--- config.mk ---
export PLATFORM = sky130hd
export DESIGN_NAME = rlqm_top
export DESIGN_NICKNAME = d
export VERILOG_FILES = /design/src/inc/rlqm_pkg.sv /design/src/design/rlqm_hist_mem.sv /design/src/design/rlqm_top.sv
export VERILOG_INCLUDE_DIRS = /design/src /design/src/inc
export SDC_FILE = /design/constraint.sdc
export NUM_CORES = 1
export LEC_CHECK = 0
export BUFFER_PORTS_ARGS = -buffer_cell sky130_fd_sc_hd__buf_4
export CAP_MARGIN = 20
export CORE_ASPECT_RATIO = 1.75
export CORE_MARGIN = 10
export CORE_UTILIZATION = 50
export DETAILED_ROUTE_END_ITERATION = 16
export GPL_ROUTABILITY_DRIVEN = 0
export PLACE_DENSITY_LB_ADDON = 0.12
export SLEW_MARGIN = 20
export SYNTH_ARGS = -nofsm -noshare
export SYNTH_HDL_FRONTEND = slang
export SYNTH_SLANG_ARGS = --single-unit
--- constraint.sdc ---
create_clock -name clk -period 11.8 [get_ports clk]
set_input_delay 0.59 -clock clk [delete_from_list [all_inputs] [get_ports clk]]
set_output_delay 0.59 -clock clk [all_outputs]
set_load 0.01 [all_outputs]
--- src/inc/rlqm_map.svh ---
// Register offsets, field positions, reset values and sizes of the link quality monitor.
// Assumes inclusion from the package and from design files by bare name.
`ifndef RLQM_MAP_SVH
`define RLQM_MAP_SVH

`define RLQM_OFS_STATUS 8'h03
`define RLQM_OFS_QUALITY 8'h04
`define RLQM_OFS_LOSS 8'h05
`define RLQM_OFS_MODE 8'h30
`define RLQM_OFS_WARN_TH 8'h31
`define RLQM_OFS_ERR_TH 8'h32

`define RLQM_RST_STATUS 8'h00
`define RLQM_RST_QUALITY 8'h00
`define RLQM_RST_LOSS 8'h00
`define RLQM_RST_MODE 8'h00
`define RLQM_RST_WARN_TH 8'hff
`define RLQM_RST_ERR_TH 8'hff

`define RLQM_STA_LOSS_CHG 5
`define RLQM_STA_QUAL_CHG 4
`define RLQM_STA_LINK_UP 0

`define RLQM_MODE_RESTORE 6
`define RLQM_MODE_LOSS_ACT_HI 3
`define RLQM_MODE_LOSS_ACT_LO 2
`define RLQM_MODE_QUAL_ACT_HI 1
`define RLQM_MODE_QUAL_ACT_LO 0
// Bits of the mode register that hold state; the rest read as zero
`define RLQM_MODE_KEEP_MASK 8'h4f

`define RLQM_HIST_DEPTH 256
`define RLQM_HIST_AW 8
`define RLQM_COUNT_MAX 8'hff

`endif

--- src/inc/rlqm_pkg.sv ---
// Types shared by the link quality monitor files.
// Assumes rlqm_map.svh is on the include path.
`default_nettype none
`include "rlqm_map.svh"
package rlqm_pkg;
  typedef logic [7:0] rlqm_byte_t;
  typedef logic [`RLQM_HIST_AW-1:0] rlqm_hptr_t;
  // Response to a threshold condition; 01 and 10 are reserved
  typedef enum logic [1:0] {
    RLQM_ACT_MUTE = 2'b00,
    RLQM_ACT_NONE = 2'b11
  } rlqm_act_t;
endpackage : rlqm_pkg
`default_nettype wire

--- src/design/rlqm_hist_mem.sv ---
// One-bit-wide history memory of recent packet outcomes.
// Assumes one access per cycle; read data is the old content, registered.
`default_nettype none
module rlqm_hist_mem
  import rlqm_pkg::*;
(
  input wire logic clk, // System clock
  input wire logic sys_rst, // Asynchronous reset, active high
  input wire logic we, // Write strobe
  input wire rlqm_hptr_t addr, // Entry address
  input wire logic wdata, // New outcome bit
  output logic rdata // Outcome previously stored at addr
);
  logic mem [0:`RLQM_HIST_DEPTH-1];
  logic rdata_reg;

  // Memory array has no reset; the valid mask in the parent hides stale entries
  always_ff @(posedge clk) begin
    if (we) begin
      mem[addr] <= wdata;
    end
  end

  always_ff @(posedge clk or posedge sys_rst) begin
    if (sys_rst) begin
      rdata_reg <= 1'b0;
    end else begin
      rdata_reg <= mem[addr];
    end
  end

  assign rdata = rdata_reg;
endmodule : rlqm_hist_mem
`default_nettype wire

--- src/design/rlqm_top.sv ---
// Link quality monitor: packet quality window, loss count cleared each loss period,
// threshold interrupt, link status flags and mute response.
// Assumes all inputs synchronous to clk and register accesses as single-cycle strobes.
`default_nettype none
`include "rlqm_map.svh"
module rlqm_top
  import rlqm_pkg::*;
(
  input wire logic clk, // 40 MHz system clock
  input wire logic sys_rst, // Asynchronous reset, active high
  input wire logic reg_wr, // Register write strobe
  input wire logic reg_rd, // Register read strobe
  input wire rlqm_byte_t reg_addr, // Register offset
  input wire rlqm_byte_t reg_wdata, // Register write data
  output rlqm_byte_t reg_rdata, // Register read data, one cycle after reg_rd
  input wire logic pkt_done, // Pulse: one packet transfer finished
  input wire logic pkt_ok, // Outcome of that packet, 1 = success
  input wire logic audio_due, // Pulse: audio output needs a packet now
  input wire logic audio_ready, // The needed packet was received in time
  input wire logic loss_period_tick, // Pulse: start of a new loss counting period
  input wire logic link_up, // Level: link established
  input wire logic link_init_done, // Pulse: a link initialization finished
  input wire logic counterpart_found, // Counterpart seen during that initialization
  input wire logic link_irq_enable, // Link interrupt enable from interrupt_config
  input wire logic [15:0] audio_in, // Audio sample before the mute stage
  output logic [15:0] audio_out, // Audio sample after the mute stage
  output logic irq, // Interrupt request, active high level
  output logic audio_mute, // Level: mute currently forced
  output logic restore_defaults // Pulse: both sides return to initial contents
);
  function automatic logic act_is_mute(input logic [1:0] act);
    act_is_mute = (act == RLQM_ACT_MUTE);
  endfunction : act_is_mute

  rlqm_byte_t mode_reg, mode_next;
  rlqm_byte_t warn_th_reg, warn_th_next;
  rlqm_byte_t err_th_reg, err_th_next;
  rlqm_byte_t loss_reg, loss_next;
  logic [8:0] good_reg, good_next;
  rlqm_hptr_t ptr_reg;
  logic [`RLQM_HIST_DEPTH-1:0] valid_reg;
  logic upd_reg;
  logic new_bit_reg;
  logic old_valid_reg;
  logic qual_chg_reg, qual_chg_next;
  logic loss_chg_reg, loss_chg_next;
  logic [15:0] audio_out_reg;
  rlqm_byte_t rdata_reg, rdata_next;
  logic restore_reg;
  logic old_bit;

  // Decoded strobes
  wire logic wr_mode = reg_wr && (reg_addr == `RLQM_OFS_MODE);
  wire logic wr_warn = reg_wr && (reg_addr == `RLQM_OFS_WARN_TH);
  wire logic wr_err = reg_wr && (reg_addr == `RLQM_OFS_ERR_TH);
  wire logic rd_status = reg_rd && (reg_addr == `RLQM_OFS_STATUS);

  wire logic restore_hit = link_init_done && !counterpart_found
                           && mode_reg[`RLQM_MODE_RESTORE];

  rlqm_hist_mem u_hist (
    .clk(clk),
    .sys_rst(sys_rst),
    .we(pkt_done),
    .addr(ptr_reg),
    .wdata(pkt_ok),
    .rdata(old_bit)
  );

  // The raw sum can reach 256; the register reports at most 255
  wire logic old_good = old_bit && old_valid_reg;
  wire logic [8:0] good_sum = good_reg + {8'h00, new_bit_reg} - {8'h00, old_good};
  wire rlqm_byte_t quality = (good_reg[8]) ? `RLQM_COUNT_MAX : good_reg[7:0];

  wire logic lost_now = audio_due && !audio_ready;
  wire logic loss_sat = (loss_reg == `RLQM_COUNT_MAX);

  always_comb begin
    good_next = good_reg;
    if (upd_reg) begin
      good_next = good_sum;
    end
  end

  always_comb begin
    loss_next = loss_reg;
    if (loss_period_tick) begin
      // A loss in the tick cycle opens the new period at one
      loss_next = lost_now ? 8'h01 : 8'h00;
    end else if (lost_now && !loss_sat) begin
      loss_next = loss_reg + 8'h01;
    end
  end

  // Sticky change flags, cleared by a status read; a change wins
  wire logic qual_changed = upd_reg && (good_sum != good_reg);
  wire logic loss_changed = (loss_next != loss_reg);

  always_comb begin
    qual_chg_next = qual_chg_reg;
    loss_chg_next = loss_chg_reg;
    if (rd_status) begin
      qual_chg_next = 1'b0;
      loss_chg_next = 1'b0;
    end
    if (qual_changed) begin
      qual_chg_next = 1'b1;
    end
    if (loss_changed) begin
      loss_chg_next = 1'b1;
    end
  end

  // Reserved mode bits are dropped so they never act or read back
  always_comb begin
    mode_next = mode_reg;
    warn_th_next = warn_th_reg;
    err_th_next = err_th_reg;
    if (restore_hit) begin
      mode_next = `RLQM_RST_MODE;
      warn_th_next = `RLQM_RST_WARN_TH;
      err_th_next = `RLQM_RST_ERR_TH;
    end else begin
      if (wr_mode) begin
        mode_next = reg_wdata & `RLQM_MODE_KEEP_MASK;
      end
      if (wr_warn) begin
        warn_th_next = reg_wdata;
      end
      if (wr_err) begin
        err_th_next = reg_wdata;
      end
    end
  end

  wire rlqm_byte_t status_val = {2'b00, loss_chg_reg, qual_chg_reg, 3'b000, link_up};

  always_comb begin
    rdata_next = 8'h00;
    if (reg_rd) begin
      case (reg_addr)
        `RLQM_OFS_STATUS: rdata_next = status_val;
        `RLQM_OFS_QUALITY: rdata_next = quality;
        `RLQM_OFS_LOSS: rdata_next = loss_reg;
        `RLQM_OFS_MODE: rdata_next = mode_reg;
        `RLQM_OFS_WARN_TH: rdata_next = warn_th_reg;
        `RLQM_OFS_ERR_TH: rdata_next = err_th_reg;
        default: rdata_next = 8'h00;
      endcase
    end
  end

  wire logic warn_irq = (quality <= warn_th_reg);
  wire logic err_irq = (loss_reg >= err_th_reg);

  // Loss response selects mute only for 00; reserved codes act as no action
  wire logic loss_mute = act_is_mute(mode_reg[`RLQM_MODE_LOSS_ACT_HI:`RLQM_MODE_LOSS_ACT_LO])
                         && (loss_reg > err_th_reg);
  wire logic qual_mute = act_is_mute(mode_reg[`RLQM_MODE_QUAL_ACT_HI:`RLQM_MODE_QUAL_ACT_LO])
                         && (quality < warn_th_reg);
  wire logic mute_now = loss_mute || qual_mute;

  always_ff @(posedge clk or posedge sys_rst) begin
    if (sys_rst) begin
      ptr_reg <= '0;
      valid_reg <= '0;
      upd_reg <= 1'b0;
      new_bit_reg <= 1'b0;
      old_valid_reg <= 1'b0;
    end else begin
      upd_reg <= pkt_done;
      new_bit_reg <= pkt_ok;
      old_valid_reg <= valid_reg[ptr_reg];
      if (pkt_done) begin
        ptr_reg <= ptr_reg + 1'b1;
        valid_reg[ptr_reg] <= 1'b1;
      end
    end
  end

  always_ff @(posedge clk or posedge sys_rst) begin
    if (sys_rst) begin
      good_reg <= 9'h000;
      loss_reg <= `RLQM_RST_LOSS;
      qual_chg_reg <= 1'b0;
      loss_chg_reg <= 1'b0;
    end else begin
      good_reg <= good_next;
      loss_reg <= loss_next;
      qual_chg_reg <= qual_chg_next;
      loss_chg_reg <= loss_chg_next;
    end
  end

  always_ff @(posedge clk or posedge sys_rst) begin
    if (sys_rst) begin
      mode_reg <= `RLQM_RST_MODE;
      warn_th_reg <= `RLQM_RST_WARN_TH;
      err_th_reg <= `RLQM_RST_ERR_TH;
      rdata_reg <= 8'h00;
      restore_reg <= 1'b0;
    end else begin
      mode_reg <= mode_next;
      warn_th_reg <= warn_th_next;
      err_th_reg <= err_th_next;
      rdata_reg <= rdata_next;
      restore_reg <= restore_hit;
    end
  end

  // Silence while the mute condition holds
  always_ff @(posedge clk or posedge sys_rst) begin
    if (sys_rst) begin
      audio_out_reg <= 16'h0000;
    end else begin
      audio_out_reg <= mute_now ? 16'h0000 : audio_in;
    end
  end

  assign irq = link_irq_enable && (warn_irq || err_irq);
  assign audio_mute = mute_now;
  assign audio_out = audio_out_reg;
  assign reg_rdata = rdata_reg;
  assign restore_defaults = restore_reg;
endmodule : rlqm_top
`default_nettype wire

After elaboration in Yosys (flattened, before gate mapping)
Memory sizes are Yosys's and may differ from the RTL's. A register that Yosys moved wholly into a read port is not among the register bits.
Index checks and enable logic that the tools add are counted.

storage, ports and cells
  word-level logic and storage cells = 84
  input port bits = 45
  flip-flop bits (word level) = 335
  RAM bits = 256
  memories = 1
  output and inout bits = 27

memory list
  memory      words  bits a word  rd ports  clocked after Yosys merged registers in  wr ports  line                 source
  u_hist.mem  256    1            1         1                                        1         rlqm_hist_mem.sv:14  logic mem [0:`RLQM_HIST_DEPTH-1];

operators by class
  add/sub/neg operators = 4
  equality and inequality tests = 9
  reduce and logical (&&, ||, !) cells = 26
  bitwise logic cells = 1
  magnitude comparators = 6
  multiplexer cells = 22

operators by type and width
  kind                                                        number
  OR 256 bit                                                  1
  two-way mux 8 bit                                           10
  one-hot mux 8 bit (6 select lines)                          1
  equality test 8 x 6 -> 1 bit, second input constant         3
  adder 8 x 1 -> 8 bit, second input constant                 2
  equality test 8 x 3 -> 1 bit, second input constant         2
  two-way mux 16 bit                                          1
  logical AND 1 bit                                           14
  nonzero test 2 bit                                          5
  adder 9 x 1 -> 9 bit                                        1
  less-than comparator 8 x 9 -> 1 bit, second input constant  1
  inequality test 9 bit                                       1
  subtractor 9 x 1 -> 9 bit                                   1
  binary-select mux 1 bit (select 8 bit)                      1
  demux 1 bit (select 8 bit)                                  1
  equality test 8 x 2 -> 1 bit, second input constant         1
  equality test 8 bit, second input constant                  1
  >= comparator 8 x 1 -> 1 bit, second input constant         1
  >= comparator 8 bit                                         1
  greater-than comparator 8 bit                               1
  <= comparator 8 bit                                         1
  less-than comparator 8 bit                                  1
  two-way mux 1 bit                                           8
  inequality test 8 bit                                       1
  3 further kinds                                             7

Depth between registers and ports, before layout
  word-level depth = 7
  depth in mapped cells = 12
  gate-level depth less buffers = 12

Hierarchy
From an unflattened synthesis, not the netlist that was laid out.

second synthesis, totals
  cells, all modules = 1921
  area, all modules = 25989.9 um^2

by module, submodules not included
  module         sequential area each (um^2)  cells each  times used  area an instance (um^2)
  rlqm_top       8328.0                       1172        1           14974.4
  rlqm_hist_mem  7712.4                       749         1           11015.6

Worst setup path before layout
OpenSTA, ideal clock, no wires.

  kind = reg-to-output
  from = register good_reg[8]
  to = output port audio_mute
  required time = 11210 ps
  cell stages (with the launch flop) = 10
  setup slack = 8824 ps
  buffers on the path = 0
  arrival time = 2386 ps
  cell sequence = dfrtp_1 -> inv_1 -> nand2_1 -> ha_1 -> nor2b_1 -> o21a_1 -> o21ai_0 -> a21oi_1 -> nor4b_1 -> or2_2

between the ends
  word-level cells in the longest chain between the ends = 4

RTL lines
  what                        line             source
  start: declaration          rlqm_top.sv:39   logic [8:0] good_reg, good_next;
  start signal: assignment    rlqm_top.sv:188  good_reg <= good_next;
  two-way mux 8 bit           rlqm_top.sv:73   wire rlqm_byte_t quality = (good_reg[8]) ? `RLQM_COUNT_MAX : good_reg[7:0];
  less-than comparator 8 bit  rlqm_top.sv:160  && (quality < warn_th_reg);
  logical AND 1 bit           rlqm_top.sv:159  wire logic qual_mute = act_is_mute(mode_reg[`RLQM_MODE_QUAL_ACT_HI:`RLQM_MODE_QUAL_ACT_LO])
  logical OR 1 bit            rlqm_top.sv:161  wire logic mute_now = loss_mute || qual_mute;
  end: declaration            rlqm_top.sv:28   output logic audio_mute,

Every way passes these cells.

Final worst setup path
  from = register ptr_reg[0]
  to = register old_valid_reg

between the ends
  word-level cells in the longest chain between the ends = 2

RTL lines
  what                                     line             source
  start: declaration                       rlqm_top.sv:40   rlqm_hptr_t ptr_reg;
  start signal: assignment                 rlqm_top.sv:175  ptr_reg <= ptr_reg + 1'b1;
  binary-select mux 1 bit (select 8 bit)   rlqm_top.sv:173  old_valid_reg <= valid_reg[ptr_reg];
  two-way mux 1 bit (implied by the code)  rlqm_top.sv:173
  end signal: assignment                   rlqm_top.sv:173
  end: declaration                         rlqm_top.sv:44   logic old_valid_reg;

Every way passes these cells. The select of a mux whose other input is x is not followed.
A chain may end at the register's enable or synchronous reset.

==> results.md <==
- Antenna violations before repair: 1
- Largest net degree at the start of global routing: 143
- Synth warn: 0
- Period utilization: a little under two fifths
- RSZ-0062 raised after global routing: false
- Max Slew Vio Count: 0
- GR Util All Layers: 22.1%
- Flop2flop setup slack: approximately 7.3 ns
- Drt total wl: 67500 um
- Die Area: roughly 0.06 mm^2
- Met2 routed WL: between 30000 and 40000 um
- Setup TNS: 0 ns
- Cells after synthesis: between 1500 and 2000
- Tmin final: approximately 4.5 ns
- Overall via count from detail_route: roughly 16000
- Worst vdd ir: around 0.14 mV
- DR top layer: met4
- Final worst slack: between 7 and 8 ns
- Worst path slowest cell: dfrtp_4
- Max stage delay on crit path: approximately 0.95 ns
- PwrDens: ~210 mW/mm^2
- Status: completed
- Max clock buf depth: 3
- Asr flop ratio synth: a little under three fifths
- Family with the most delay on the worst path: buffers and inverters
- Fmax: approximately 0.22 GHz
- Synth Flop Type: dfrtp_1
- Number of buffers and inverters on the critical path: 2
- Row count: between 100 and 150
- Share of cells above drive strength 1: between 20% and 30%
- Crit path arrival time: 4.90 ns
- Crit path required time: roughly 12 ns
- Chip width: 192 um
- Multi-input logic area: between 0.009 and 0.01 mm^2
- Final ANT Viol Nets: 0
- First-pass GRT wire length: 104000 um
- Total setup buffers inserted after CTS: 0
- Number of global-route vias before repair: roughly 17000
- Final hold vios: 0
- Nets: 2077
- Worst-Margin Slew: 1.19 ns
- Syn Area/Cell: 13.1 um^2
- Diodes inserted: 0
- Startpoint Class: flop
- Worst min path class: in2async
- Area delta synth->final: 11.3%
- CP Class: reg2reg
- Yosys cell types: between 60 and 70
- H-Tree Depth: 2
- CP Capture Type: flop
- Detailed-placement wirelength estimate: roughly 45000 um
- Leakage power: around 12 nW
- Final-report setup violation count: 0
- Post-synthesis cell area: 0.0258 mm^2
- Die H: approximately 320 um
- Sink Count: roughly 590
- Seq cells post-synth: just under 600
- Port bufs: between 70 and 80
- CP max FO: 44
- Sequential area share after synthesis: just over 60%
- Core area: between 0.05 and 0.06 mm^2
- Max_cap viols: 0
- DRT met1 WL: around 24000 um
- TritonCTS clock tree: yes
- Worst slack, placed: ~7.3 ns
- Reg2Reg Launch Point: ptr_reg[0]
- Drt initial violations: 1179
- Gr ovfl total: 0
- Syn_nets: 2039
- TritonRoute pass-1 iters: 6
- Final Skew: 0.0178 ns
- Hold Buf Count CTS: 0
- IO Count: between 70 and 80
- CP Cell Sequence: buf_4 > buf_4 > mux4_2 > mux4_2 > nor2b_1 > or4_1 > nor4_1 > nand3_1
- DR DRC count: 0
- Met3 Routed Length: approximately 3300 um
- Worst reg2reg path endpoint: old_valid_reg
- Post-CTS sizing: 0
- Worst slew margin: between 20% and 30%
- DR WL/cell: roughly 25 um
- Via density: 5.90
- Initial Util: around 50%
- Worst R2R Path Depth: 8
- Design area: approximately 0.029 mm^2
- CTS clock-pin slew for the worst setup and hold paths: approximately 0.07 ns
- CTS buffer count: 52
- Reg area: roughly 0.016 mm^2
- Insertion delay to the later sink of the worst-skew pair: a little under 0.6 ns
- Placed Area: 0.0270 mm^2
- Post-synth EDFFs: between 200 and 300
- Layout Utilization: around 56%
- Filler cells: 4232
- Clock root buffer: clkbuf_16
-- worst max path at each step --
stage,start,end,depth (start not counted)
6_report,ptr_reg[0],old_valid_reg,8
5_1_grt,ptr_reg[0],old_valid_reg,8
4_1_cts,ptr_reg[0],old_valid_reg,8
3_5_place_dp,ptr_reg[0],old_valid_reg,8
3_3_place_gp,ptr_reg[0],old_valid_reg,8
2_1_floorplan,sys_rst,audio_out[0],1
-- layout make-up --
type                    count  area share (%)
clock inverters            30           0.993
flip-flops and latches    589            55.9
well taps                 672            2.93
inverters                  42           0.575
repair buffers             99            2.74
clock buffers              68            5.10
multi-input cells        1216            31.8
-- layer usage --
layer,global-route usage [%],vias up
li1,-,7087
met1,25.0,8281
met2,40.1,500
met3,2.79,150
met4,10.5,0
met5,0,-
-- Yosys cell counts (27+ instances only) --
library cell | n | area [um^2]
nand2_1 | 95 | 357
nand4_1 | 27 | 169
buf_2 | 27 | 135
dfrtp_1 | 317 | 7930
ha_1 | 31 | 388
nand3_1 | 37 | 185
mux4_2 | 106 | 2390
edfxtp_1 | 256 | 7690
mux2i_1 | 72 | 721
inv_1 | 41 | 154
nor2_1 | 293 | 1100
or2_2 | 261 | 1630
clkbuf_1 | 77 | 289
-- cells in the final DEF, fill, tap and decap left out, types with 8 or more instances in the layout --
cell type  synthesis  routed
and3_1             9       9
nor3_1            11      11
a31oi_1            9       9
nor2_1           293     293
clkbuf_1          77       8
o21ai_0           15      15
mux2i_1           72      72
nor2b_1           20      19
a21oi_1           25      25
dfstp_2           16      16
xor2_1            13      13
nand2_1           95      93
or2_2            261     261
edfxtp_1         256     256
ha_1              31      31
a211oi_1          11      11
o2111ai_1          8       8
inv_1             41      40
mux4_2           106     106
a22oi_1           25      25
o211ai_1          16      16
buf_4              3      94
dfrtp_1          317     314
xnor2_1           16      16
clkbuf_16          0      54
nor3b_1           19      19
nand3_1           37      37
nand4_1           27      27
clkinv_2           0      13
-- power breakdown --
group | total (mW) | leakage, nW | switching [mW] | internal (mW)
clock | 1.76 | 0.867 | 0.771 | 0.987
combinational | 1.83 | 4.58 | 1.06 | 0.771
sequential | 2.45 | 6.77 | 0.149 | 2.31
-- logic make-up (layout without fill, tap and decap cells) --
family	count (synthesis)	in the layout	share of synthesized area, %
AOI/OAI and AO/OA	151	151	4.09
xor gates and xnor gates	30	30	1.07
adders and majority gates	32	32	1.58
buffers and inverters	157	239	2.49
DFF	589	589	62.2
muxes	182	182	12.2
and+or+nand+nor	821	821	16.4
-- through the flow --
step | hold WS, ns | instances | power, mW
5_1_grt | 0.175 | 2716 | 6.31
4_1_cts | 0.161 | 2715 | 6.09
3_5_place_dp | 0.448 | 2617 | 4.33
2_1_floorplan | 0.434 | 1962 | 3.76
3_3_place_gp | 0.444 | 2616 | 4.31
6_report | 0.100 | 2716 | 6.05
Power figures use the tool's default switching activity.
